`config.mk`:
```
export PLATFORM = sky130hd
export DESIGN_NAME = odgc_top
export DESIGN_NICKNAME = d
export VERILOG_FILES = /design/src/odgc_pkg.sv /design/src/odgc_top.sv
export SDC_FILE = /design/constraint.sdc
export NUM_CORES = 1
export LEC_CHECK = 0
export BUFFER_PORTS_ARGS = -buffer_cell sky130_fd_sc_hd__buf_2
export CAP_MARGIN = 20
export CORE_AREA = 2 2 165 167
export CTS_CLUSTER_DIAMETER = 150
export CTS_CLUSTER_SIZE = 8
export DETAILED_ROUTE_END_ITERATION = 6
export DIE_AREA = 0 0 167 169
export PLACE_DENSITY_LB_ADDON = 0.3
export SETUP_SLACK_MARGIN = 0.05
export SLEW_MARGIN = 20
export SYNTH_ARGS = -nofsm -noshare
export SYNTH_HDL_FRONTEND = slang
export SYNTH_SLANG_ARGS = --single-unit
```
`constraint.sdc`:
```
create_clock -name clk_i -period 3.4 [get_ports clk_i]
set_clock_uncertainty 0.05 [all_clocks]
set_input_delay 1.02 -clock clk_i [delete_from_list [all_inputs] [get_ports clk_i]]
set_output_delay 1.02 -clock clk_i [all_outputs]
set_load 0.005 [all_outputs]
```
`src/odgc_pkg.sv`:
```
// shared constants for the output driver gating control block
package odgc_pkg;
   // timing
   localparam int unsigned CLK_PERIOD_NS = 10;   // clk_i period
   localparam int unsigned INIT_TIME_NS  = 160;  // divider hold after any reset
   localparam int unsigned INIT_CYC      = (INIT_TIME_NS + CLK_PERIOD_NS - 1) / CLK_PERIOD_NS;
   localparam int unsigned CNT_W         = 5;    // init and synth counter width
   localparam int unsigned SYN_BASE_HALF = 1;    // half period of synth 0, cycles

   // register byte offsets
   localparam logic [7:0] ADR_CTRL   = 8'h00;    // hard reset, zero delay, hitless
   localparam logic [7:0] ADR_DIS    = 8'h04;    // per-driver disable
   localparam logic [7:0] ADR_PARK   = 8'h08;    // parked level high
   localparam logic [7:0] ADR_SYNC   = 8'h0c;    // synchronous disable select
   localparam logic [7:0] ADR_SE     = 8'h10;    // single-ended mode
   localparam logic [7:0] ADR_POLT   = 8'h14;    // invert true pin
   localparam logic [7:0] ADR_POLC   = 8'h18;    // invert complement pin
   localparam logic [7:0] ADR_DRV    = 8'h1c;    // drive strength, 2 bits each
   localparam logic [7:0] ADR_VDDO18 = 8'h20;    // driver supply is 1.8 V
   localparam logic [7:0] ADR_XPT    = 8'h24;    // crosspoint, 3 bits each
   localparam logic [7:0] ADR_STAT   = 8'h28;    // running drivers, divider reset

   // field positions
   localparam int unsigned CTRL_HRST_BIT    = 0;
   localparam int unsigned CTRL_ZDM_BIT     = 1;
   localparam int unsigned CTRL_HITLESS_BIT = 2;
   localparam int unsigned STAT_DIVRST_BIT  = 31;
   localparam int unsigned XPT_W            = 3;

   // drive strength codes
   localparam logic [1:0] DRV_CODE1 = 2'h1;      // weakest, not at 1.8 V
   localparam logic [1:0] DRV_CODE2 = 2'h2;
   localparam logic [1:0] DRV_CODE3 = 2'h3;      // strongest

   // values after reset
   localparam logic [1:0] DRV_RST     = DRV_CODE3;
   localparam logic       HITLESS_RST = 1'b1;
endpackage

```
`src/odgc_top.sv`:
```
// output driver gating, polarity, drive and divider reset with wishbone registers
//
// How it works
// - off pin high disables every driver
// - off pin low lets drivers run
// - per-driver register disable bit
// - per-driver parked level low or high
// - synchronous disable waits for period end
// - immediate disable stops clock at once
// - any driver may be single-ended
// - single-ended drives clock on both pins
// - after reset single-ended pins in phase
// - per-pin polarity invert for single-ended
// - drive codes 1..3, no 1 at 1.8 V
// - power-up holds output dividers in reset
// - reset pin or hard bit resets dividers
// - zero delay opens internal feedback path
// - zero delay forbids hitless switching
// - crosspoint picks any synthesizer per driver
`timescale 1ns/10ps
module odgc_top #(
   parameter int unsigned NUM_DRV = 10,   // output drivers, at most 10
   parameter int unsigned NUM_SYN = 5     // synthesizers, at most 8
) (
   // clock and reset
   input  wire logic                           clk_i,
   input  wire logic                           rst_i,
   // wishbone slave
   input  wire logic                           wb_cyc_i,
   input  wire logic                           wb_stb_i,
   input  wire logic                           wb_we_i,
   input  wire logic [7:0]                     wb_adr_i,
   input  wire logic [3:0]                     wb_sel_i,
   input  wire logic [31:0]                    wb_dat_i,
   output logic      [31:0]                    wb_dat_o,
   output logic                                wb_ack_o,
   // device pins
   input  wire logic                           drivers_off_pin_i,
   input  wire logic                           device_reset_pin_n_i,
   output logic      [NUM_DRV-1:0]             clk_out_true_o,
   output logic      [NUM_DRV-1:0]             clk_out_comp_o,
   // driver analog controls
   output logic      [NUM_DRV-1:0]             single_ended_o,
   output logic      [2*NUM_DRV-1:0]           single_ended_drive_select_o,
   // loop controls
   output logic                                feedback_open_o,
   output logic                                hitless_enable_o
);
   import odgc_pkg::*;

   // byte-lane merge of a write
   function automatic logic [31:0] merge(input logic [31:0] old, input logic [31:0] nw,
                                         input logic [3:0] sel);
      logic [31:0] r;
      r = old;
      for (int b = 0; b < 4; b++)
         if (sel[b])
            r[8*b +: 8] = nw[8*b +: 8];
      return r;
   endfunction

   // legal drive code for the given supply
   function automatic logic drv_ok(input logic [1:0] code, input logic v18);
      return (code != 2'h0) && !(v18 && (code == DRV_CODE1));
   endfunction

   // pin synchronisers
   logic                 off_s1;       // first stage, read by off_s2 only
   logic                 off_s2;       // off pin in clk_i domain
   logic                 rst_s1;       // first stage, read by rst_s2 only
   logic                 rst_s2;       // reset pin, low = reset
   // software registers
   logic                 hard_rst;     // one-cycle pulse
   logic                 zero_delay;
   logic                 hitless_req;
   logic [NUM_DRV-1:0]   dis;
   logic [NUM_DRV-1:0]   park_high;
   logic [NUM_DRV-1:0]   sync_dis;
   logic [NUM_DRV-1:0]   se_mode;
   logic [NUM_DRV-1:0]   pol_t;
   logic [NUM_DRV-1:0]   pol_c;
   logic [2*NUM_DRV-1:0] drv;
   logic [NUM_DRV-1:0]   vddo18;
   logic [XPT_W*NUM_DRV-1:0] xpt;
   // clock path state
   logic [CNT_W-1:0]     init_cnt;     // counts down divider hold
   logic [CNT_W-1:0]     syn_cnt [NUM_SYN];
   logic [NUM_SYN-1:0]   syn_clk;      // synthesizer outputs
   logic [NUM_DRV-1:0]   rdiv;         // output divider state
   logic [NUM_DRV-1:0]   stopped;      // driver parked

   // bus decode
   wire        acc = wb_cyc_i & wb_stb_i & ~wb_ack_o;
   wire        wr  = wb_cyc_i & wb_stb_i & wb_we_i & wb_ack_o;   // lands at the ack edge
   wire [31:0] z   = 32'h0;
   wire        div_rst = (init_cnt != '0) | hard_rst | ~rst_s2;

   // registers widened to bus words
   wire [31:0] w_dis  = {z[31:NUM_DRV], dis};
   wire [31:0] w_park = {z[31:NUM_DRV], park_high};
   wire [31:0] w_sync = {z[31:NUM_DRV], sync_dis};
   wire [31:0] w_se   = {z[31:NUM_DRV], se_mode};
   wire [31:0] w_polt = {z[31:NUM_DRV], pol_t};
   wire [31:0] w_polc = {z[31:NUM_DRV], pol_c};
   wire [31:0] w_v18  = {z[31:NUM_DRV], vddo18};
   wire [31:0] w_drv  = {z[31:2*NUM_DRV], drv};
   wire [31:0] w_xpt  = {z[31:XPT_W*NUM_DRV], xpt};
   wire [31:0] w_ctrl = {29'h0, hitless_req, zero_delay, 1'b0};
   wire [31:0] w_stat = {div_rst, z[30:NUM_DRV], ~stopped};

   // read selection, unmapped reads zero
   wire [31:0] rd_word =
      (wb_adr_i == ADR_CTRL)   ? w_ctrl :
      (wb_adr_i == ADR_DIS)    ? w_dis  :
      (wb_adr_i == ADR_PARK)   ? w_park :
      (wb_adr_i == ADR_SYNC)   ? w_sync :
      (wb_adr_i == ADR_SE)     ? w_se   :
      (wb_adr_i == ADR_POLT)   ? w_polt :
      (wb_adr_i == ADR_POLC)   ? w_polc :
      (wb_adr_i == ADR_DRV)    ? w_drv  :
      (wb_adr_i == ADR_VDDO18) ? w_v18  :
      (wb_adr_i == ADR_XPT)    ? w_xpt  :
      (wb_adr_i == ADR_STAT)   ? w_stat : z;

   // merged write data per register
   wire [31:0] m_ctrl = merge(w_ctrl, wb_dat_i, wb_sel_i);
   wire [31:0] m_drv  = merge(w_drv, wb_dat_i, wb_sel_i);
   wire [31:0] m_v18  = merge(w_v18, wb_dat_i, wb_sel_i);

   // single cycle ack, read data captured with it
   always_ff @(posedge clk_i)
   begin
      if (rst_i)
      begin
         wb_ack_o <= 1'b0;
         wb_dat_o <= 32'h0;
      end
      else
      begin
         wb_ack_o <= acc;
         wb_dat_o <= (acc & ~wb_we_i) ? rd_word : 32'h0;
      end
   end

   // two flops on each pin before any logic looks at it
   always_ff @(posedge clk_i)
   begin
      if (rst_i)
      begin
         off_s1 <= 1'b1;
         off_s2 <= 1'b1;
         rst_s1 <= 1'b1;
         rst_s2 <= 1'b1;
      end
      else
      begin
         off_s1 <= drivers_off_pin_i;
         off_s2 <= off_s1;
         rst_s1 <= device_reset_pin_n_i;
         rst_s2 <= rst_s1;
      end
   end

   // control and mode registers
   always_ff @(posedge clk_i)
   begin
      if (rst_i)
      begin
         hard_rst    <= 1'b0;
         zero_delay  <= 1'b0;
         hitless_req <= HITLESS_RST;
      end
      else if (wr && wb_adr_i == ADR_CTRL)
      begin
         hard_rst    <= m_ctrl[CTRL_HRST_BIT];
         zero_delay  <= m_ctrl[CTRL_ZDM_BIT];
         hitless_req <= m_ctrl[CTRL_HITLESS_BIT];
      end
      else
         hard_rst    <= 1'b0;                    // self-clearing
   end

   // per-driver bit registers; zero polarity bits keep single-ended pins in phase
   always_ff @(posedge clk_i)
   begin
      if (rst_i)
      begin
         dis       <= '0;
         park_high <= '0;
         sync_dis  <= '0;
         se_mode   <= '0;
         pol_t     <= '0;
         pol_c     <= '0;
         vddo18    <= '0;
         xpt       <= '0;
      end
      else if (wr)
      begin
         if (wb_adr_i == ADR_DIS)    dis       <= NUM_DRV'(merge(w_dis, wb_dat_i, wb_sel_i));
         if (wb_adr_i == ADR_PARK)   park_high <= NUM_DRV'(merge(w_park, wb_dat_i, wb_sel_i));
         if (wb_adr_i == ADR_SYNC)   sync_dis  <= NUM_DRV'(merge(w_sync, wb_dat_i, wb_sel_i));
         if (wb_adr_i == ADR_SE)     se_mode   <= NUM_DRV'(merge(w_se, wb_dat_i, wb_sel_i));
         if (wb_adr_i == ADR_POLT)   pol_t     <= NUM_DRV'(merge(w_polt, wb_dat_i, wb_sel_i));
         if (wb_adr_i == ADR_POLC)   pol_c     <= NUM_DRV'(merge(w_polc, wb_dat_i, wb_sel_i));
         if (wb_adr_i == ADR_VDDO18) vddo18    <= NUM_DRV'(m_v18);
         if (wb_adr_i == ADR_XPT)    xpt       <= (XPT_W*NUM_DRV)'(merge(w_xpt, wb_dat_i, wb_sel_i));
      end
   end

   // drive fields: an illegal code in a write leaves that field unchanged
   logic [2*NUM_DRV-1:0] next_drv;
   logic [2*NUM_DRV-1:0] next_dsel;
   logic [NUM_DRV-1:0]   next_true;
   logic [NUM_DRV-1:0]   next_comp;
   logic [NUM_DRV-1:0]   next_rdiv;
   logic [NUM_DRV-1:0]   next_stopped;
   logic [CNT_W-1:0]     next_syn_cnt [NUM_SYN];
   logic [NUM_SYN-1:0]   syn_tick;       // synth about to rise
   logic [NUM_SYN-1:0]   syn_wrap;       // synth counter at its last count

   // synthesizers: free dividers of clk_i, each a little slower
   for (genvar s = 0; s < NUM_SYN; s++)
   begin : g_syn
      localparam logic [CNT_W-1:0] HALF = CNT_W'(SYN_BASE_HALF + s);
      assign syn_wrap[s]     = (syn_cnt[s] == HALF - 1'b1);
      assign syn_tick[s]     = syn_wrap[s] & ~syn_clk[s];
      assign next_syn_cnt[s] = syn_wrap[s] ? '0 : syn_cnt[s] + 1'b1;
   end

   for (genvar i = 0; i < NUM_DRV; i++)
   begin : g_drv
      wire [1:0]       wcode = m_drv[2*i +: 2];
      wire [1:0]       code  = drv[2*i +: 2];
      wire [XPT_W-1:0] xsel  = xpt[XPT_W*i +: XPT_W];
      // out-of-range crosspoint codes fall back to synth 0
      wire [XPT_W-1:0] ssel  = (32'(xsel) < NUM_SYN) ? xsel : '0;
      wire tick   = syn_tick[ssel];
      wire fall   = rdiv[i] & tick;                                   // period ends
      wire req    = off_s2 | dis[i];
      wire park   = park_high[i];
      assign next_drv[2*i +: 2] =
         (wr && wb_adr_i == ADR_DRV && drv_ok(wcode, vddo18[i])) ? wcode : code;
      // a weak code left over from another supply is lifted one step
      assign next_dsel[2*i +: 2] = (vddo18[i] && code == DRV_CODE1) ? DRV_CODE2 : code;
      assign next_rdiv[i] = div_rst ? 1'b0 : (rdiv[i] ^ tick);
      // sync mode stops only at a falling edge and restarts from low
      assign next_stopped[i] = req ? (stopped[i] | ~sync_dis[i] | fall)
                                   : (stopped[i] & sync_dis[i] & rdiv[i]);
      assign next_true[i] = stopped[i] ? park : (rdiv[i] ^ pol_t[i]);
      // single-ended drives a clock on the complement pin too
      assign next_comp[i] = stopped[i] ? (se_mode[i] ? park : ~park)
                          : (se_mode[i] ? (rdiv[i] ^ pol_c[i]) : ~rdiv[i]);
   end

   // clock path flops; drivers stay parked until the reset is over
   always_ff @(posedge clk_i)
   begin
      if (rst_i)
      begin
         init_cnt <= CNT_W'(INIT_CYC);
         syn_clk  <= '0;
         for (int s = 0; s < NUM_SYN; s++)
            syn_cnt[s] <= '0;
         rdiv     <= '0;
         stopped  <= '1;
         drv      <= {NUM_DRV{DRV_RST}};
      end
      else
      begin
         // pin or hard bit restarts the whole hold period
         init_cnt <= (hard_rst | ~rst_s2) ? CNT_W'(INIT_CYC)
                   : (init_cnt != '0) ? init_cnt - 1'b1 : init_cnt;
         for (int s = 0; s < NUM_SYN; s++)
            syn_cnt[s] <= div_rst ? '0 : next_syn_cnt[s];
         syn_clk  <= div_rst ? '0 : (syn_clk ^ syn_wrap);   // toggles at each wrap
         rdiv     <= next_rdiv;
         stopped  <= next_stopped;
         drv      <= next_drv;
      end
   end

   // registered outputs
   always_ff @(posedge clk_i)
   begin
      if (rst_i)
      begin
         clk_out_true_o              <= '0;
         clk_out_comp_o              <= '1;
         single_ended_o              <= '0;
         single_ended_drive_select_o <= {NUM_DRV{DRV_RST}};
         feedback_open_o             <= 1'b0;
         hitless_enable_o            <= 1'b0;
      end
      else
      begin
         clk_out_true_o              <= next_true;
         clk_out_comp_o              <= next_comp;
         single_ended_o              <= se_mode;
         single_ended_drive_select_o <= next_dsel;
         feedback_open_o             <= zero_delay;
         hitless_enable_o            <= hitless_req & ~zero_delay;
      end
   end
endmodule

```
# Yosys cells after proc, flatten, opt, wreduce, memory -nomap -nowiden
# Memories as Yosys holds them, arrays and structs flattened.
# Index checks and enable logic that the tools add are counted.
[op_classes]
n_addsub = 6
magnitude_cmp = 20
eq_ne = 34
n_mux = 122
bitwise_logic = 154
n_reduce_logical = 103
[op_table]
columns = ["operator", "n"]
rows = [
  ["5-bit two-way mux", 15],
  ["1-bit two-way mux", 73],
  ["10-bit two-way mux", 7],
  ["3-bit AND reduction", 18],
  ["1-bit inverter", 43],
  ["1-bit logical AND", 42],
  ["1-bit AND", 41],
  ["2-bit by 1-bit == test with 1-bit output, second input constant", 20],
  ["3-bit by 4-bit less-than comparator with 1-bit output, second input constant", 10],
  ["20-bit two-way mux", 2],
  ["1-bit bitwise OR", 38],
  ["3-bit two-way mux", 11],
  ["8-bit by 5-bit == test with 1-bit output, second input constant", 4],
  ["1-bit binary-select mux with 3-bit select", 10],
  ["3-bit less-than comparator, second input constant", 10],
  ["30-bit two-way mux", 1],
  ["1-bit XOR", 30],
  ["2-bit OR reduction", 13],
  ["5-bit by 1-bit adder with 5-bit output, second input constant", 5],
  ["8-bit by 6-bit == test with 1-bit output, second input constant", 3],
  ["2-bit nonzero test", 10],
  ["8-bit by 4-bit == test with 1-bit output, second input constant", 2],
  ["8-bit two-way mux", 2],
  ["13-bit OR reduction", 1],
  ["17 further kinds", 28],
]
[totals]
regBits = 242
ram_bits = 25
inputBits = 51
word_cells = 502
mem_count = 1
[mem_list]
columns = ["memory", "depth", "width", "rd", "rd_ports_with_merged_regs", "wr", "line", "text"]
rows = [
  ["syn_cnt", 5, 5, 5, 0, 5, "odgc_top.sv:87", "logic [CNT_W-1:0] syn_cnt [NUM_SYN];"],
]

# Logic depth before layout (Yosys ltp)
[depth]
depth_word = 12
depth_mapped = 14
mapped_depth_nobuf = 13

# Worst setup path before layout
# Ideal clock, no wire load.
[synth_path]
path_kind = "input to register"
startpoint = "input wb_adr_i[7]"
endpoint = "register drv[15]"
arrival_ns = 2.553
required_time_ns = 3.228
path_slack_ns = 0.675
path_stages = 7
n_path_buf = 2
path_cell_list = "or4b_1 -> buf_2 -> nor4_2 -> and2_1 -> buf_2 -> nand3b_1 -> a221o_1"
[synth_via]
elab_chain_cells = 3
[synth_rtl]
columns = ["element", "line", "text"]
rows = [
  ["start, declared", "odgc_top.sv:32", "input wire logic [7:0] wb_adr_i,"],
  ["8-bit by 5-bit == test with 1-bit output", "odgc_top.sv:242", "(wr && wb_adr_i == ADR_DRV && drv_ok(wcode, vddo18[i])) ? wcode : code;"],
  ["1-bit logical AND (2 in a row)", "odgc_top.sv:242", ""],
  ["end signal, assigned", "odgc_top.sv:266", "drv <= {NUM_DRV{DRV_RST}};"],
  ["end signal, assigned", "odgc_top.sv:278", "drv <= next_drv;"],
  ["end, declared", "odgc_top.sv:82", "logic [2*NUM_DRV-1:0] drv;"],
]
# Every way passes these cells.
# A chain may end at the register's enable or synchronous reset.

==> impl_results.md <==
* Hold_buf cts at 0
* WHS at 0.364 ns
* Sequential area share after synthesis at 45.6%
* Setup_tns at 0 ns
* Area growth, synth to finish at 19.1%
* RSZ-0062 raised after global routing: no
* Filler Cells Inserted at 2447
* CTS tree: built
* Die Span X at 167 um
* Worst slew pin tran at 0.892 ns
* Port bufs at 132
* Synth top area share at 45.6%
* Clock Latency Late Sink at 0.52 ns
* Final hold violation count at 0
* # setup viols final at 0
* Most frequent cells in the layout: dfxtp_1 (266), nor2_1 (166), buf_2 (131)
* DR iter-0 viols at 841
* Worst EP arrival at 3.52 ns
* Die area at 28200 sq um
* H-tree levels at 2
* GPL Wtd Cong at 0.939
* Most common cell type on the critical path: ha_1
* Clock-pin slew on the worst setup and hold paths at 0.05 ns
* # Max-Cap Violations at 0
* WL per Instance at 19.3 um
* Cts bufs inserted at 39
* Worst Path Required at 3.80 ns
* Largest cells by area after synthesis: dfxtp_1 (46%), mux2i_1 (7.6%), nor2_1 (5.3%)
* Startpoint types: flip-flop
* Antenna Cells at 0
* Dpl ws at 0.204 ns
* Max IR drop VDD at 375 uV
* Root Driver: clkbuf_16
* Core ar. at 26500 sq um
* Fin. max-slew vios at 0
* Share of layout cells above drive strength 1 at 18.7%
* Syn Area/Cell at 8.94 sq um
* Synth Instances at 1305
* Buffers & Inverters on Critical Path at 1
* Largest net degree at the start of global routing at 169
* Clk sink count at 266
* IO Pins at 136
* Tcrit/Tclk final at 91.8%
* Top FF cell, synth: dfxtp_1
* Slowest cell on the critical path: ha_1
* Synthesized cell area at 11700 sq um
* Drc violations at 0
* Global Route Usage Sum at 23.6%
* Cell row count at 60
* Yosys warns at 0
* Synth Net Count at 1381
* Post-CTS Repair Setup Buffers at 0
* Remaining Overflow, GRT at 0
* DRT Pass-1 Iters at 5
* Power density cells at 513 nW/um^2
* Antenna violations before repair at 1
* Nets at 1527
* Vias in the first global route at 9425
* Post-synth EDFFs at 0
* Slew headroom at 40.4%
* Leak at 5.82 nW
* Final wirelength at 34600 um
* Final min period at 3.12 ns
* Avg Vias per Cell at 5.72
* Vias after detailed routing at 10253
* Asr flop ratio synth at 0%
* Hpwl dp at 24200 um
* First-pass GRT wire length at 52900 um
* Setup WS post-layout at 0.280 ns
* Cell taking the most area after synthesis: dfxtp_1
* Max incr delay on CP at 0.73 ns
* Count of cell types in the netlist at 59
* Flops & latches, synth at 266
* Status: complete, no violations
* Post_cts resized at 0
* Worst Path Max Fanout at 17
* HP Class: reg -> reg
* Critical path's top delay family: adder cells
* Clock tree buffer depth at 3
* Detail Route Antenna Nets at 0
* Critical path cell sequence: inv_1 > ha_1 > nor4b_1 > ha_1 > mux4_2 > nor2_1 > a21oi_1 > ha_1 > o22ai_1 > a21oi_1 > or2_2
* Die height at 169 um
* Crit end category: flip-flop
* Kind of critical path: reg -> reg
* Fmax at 321 MHz
* Starting Density at 44.0%
* Most common cell after layout, fill and taps aside: dfxtp_1
-- per-stage QoR --
step | util, % | std cells | area (sq um) | total power [W]
final | 52.4 | 1794 | 13900 | 0.00712
after global routing | 52.4 | 1794 | 13900 | 0.00737
after CTS | 52.4 | 1794 | 13900 | 0.00719
after detailed placement | 48.5 | 1751 | 12900 | 0.00381
after global placement | 48.5 | 1751 | 12900 | 0.00379
after floorplan | - | 1305 | 11700 | 0.00361
-- where the power goes --
group / internal, W / leakage, nW / switching, W
combinational: 0.000199 / 3.16 / 0.000315
clock: 0.00206 / 0.508 / 0.00130
sequential: 0.00318 / 2.15 / 0.0000620
-- cell usage after synthesis, types with 10 or more instances --
| library cell | n |
|---|---|
| dfxtp_1 | 266 |
| nor2_1 | 166 |
| a21oi_1 | 98 |
| nand2_1 | 97 |
| mux2i_1 | 89 |
| clkbuf_1 | 62 |
| nand3_1 | 61 |
| inv_1 | 45 |
| o21ai_0 | 37 |
| a211oi_1 | 29 |
| ha_1 | 25 |
| nor3_1 | 23 |
| o22ai_1 | 22 |
| xnor2_1 | 18 |
| or2_2 | 17 |
| and2_1 | 15 |
| nor2b_1 | 15 |
| a21o_1 | 14 |
| a31oi_1 | 14 |
| nand2b_1 | 14 |
| a22o_1 | 12 |
| nand3b_1 | 12 |
| and3_1 | 11 |
| mux2_2 | 11 |
| a211o_1 | 10 |
| o21bai_1 | 10 |
| xor2_1 | 10 |
-- registers in the layout (all words and copies together) (netlist names), 5 cells and up --
register and flops:
drv 20, park_high 10, sync_dis 10, syn_clk 5
dis 10, syn_cnt 25, single_ended_drive_select_o 20, single_ended_o 10
se_mode 10, init_cnt 5, wb_dat_o 31, clk_out_comp_o 10
rdiv 10, clk_out_true_o 10, vddo18 10, stopped 10
xpt 30, pol_c 10, pol_t 10
-- logic make-up after synthesis --
family / share of synthesized area, %
compound gates: 16.6
buf+inv: 3.92
mux: 10.2
other cells: 0.0321
flops: 45.6
simple gates: 18.8
xor+xnor: 2.10
fa+ha+maj: 2.68
-- final timing paths --
path                  from          to  slack, ns  depth (start not counted)
max reg2reg  syn_cnt[0][0]  stopped[4]       0.28                         11
min                 off_s1      off_s2       0.36                          1
min reg2reg         off_s1      off_s2       0.36                          1
max          syn_cnt[0][0]  stopped[4]       0.28                         11
-- routing by layer --
layer	share of wire (%)	routed length, um	vias up	global-route usage (%)
met5	0.032	11	-	0
met4	3.5	1210	2	9.15
met3	7.4	2560	70	4.42
met2	46	15800	410	37.6
met1	43	15000	4887	31.7
li1	-	-	4884	-
-- layout make-up --
cell class	instances	area, sq um	area share [%]
multi-input combinational	920	5890	42.4
inverter	45	169	1.22
sequential	266	5330	38.3
clock inverter	3	33.8	0.243
clock buffer	40	1000	7.20
timing repair buffer	179	1040	7.52
tap	341	427	3.07
No activity file was read; power rests on OpenSTA's default activity.
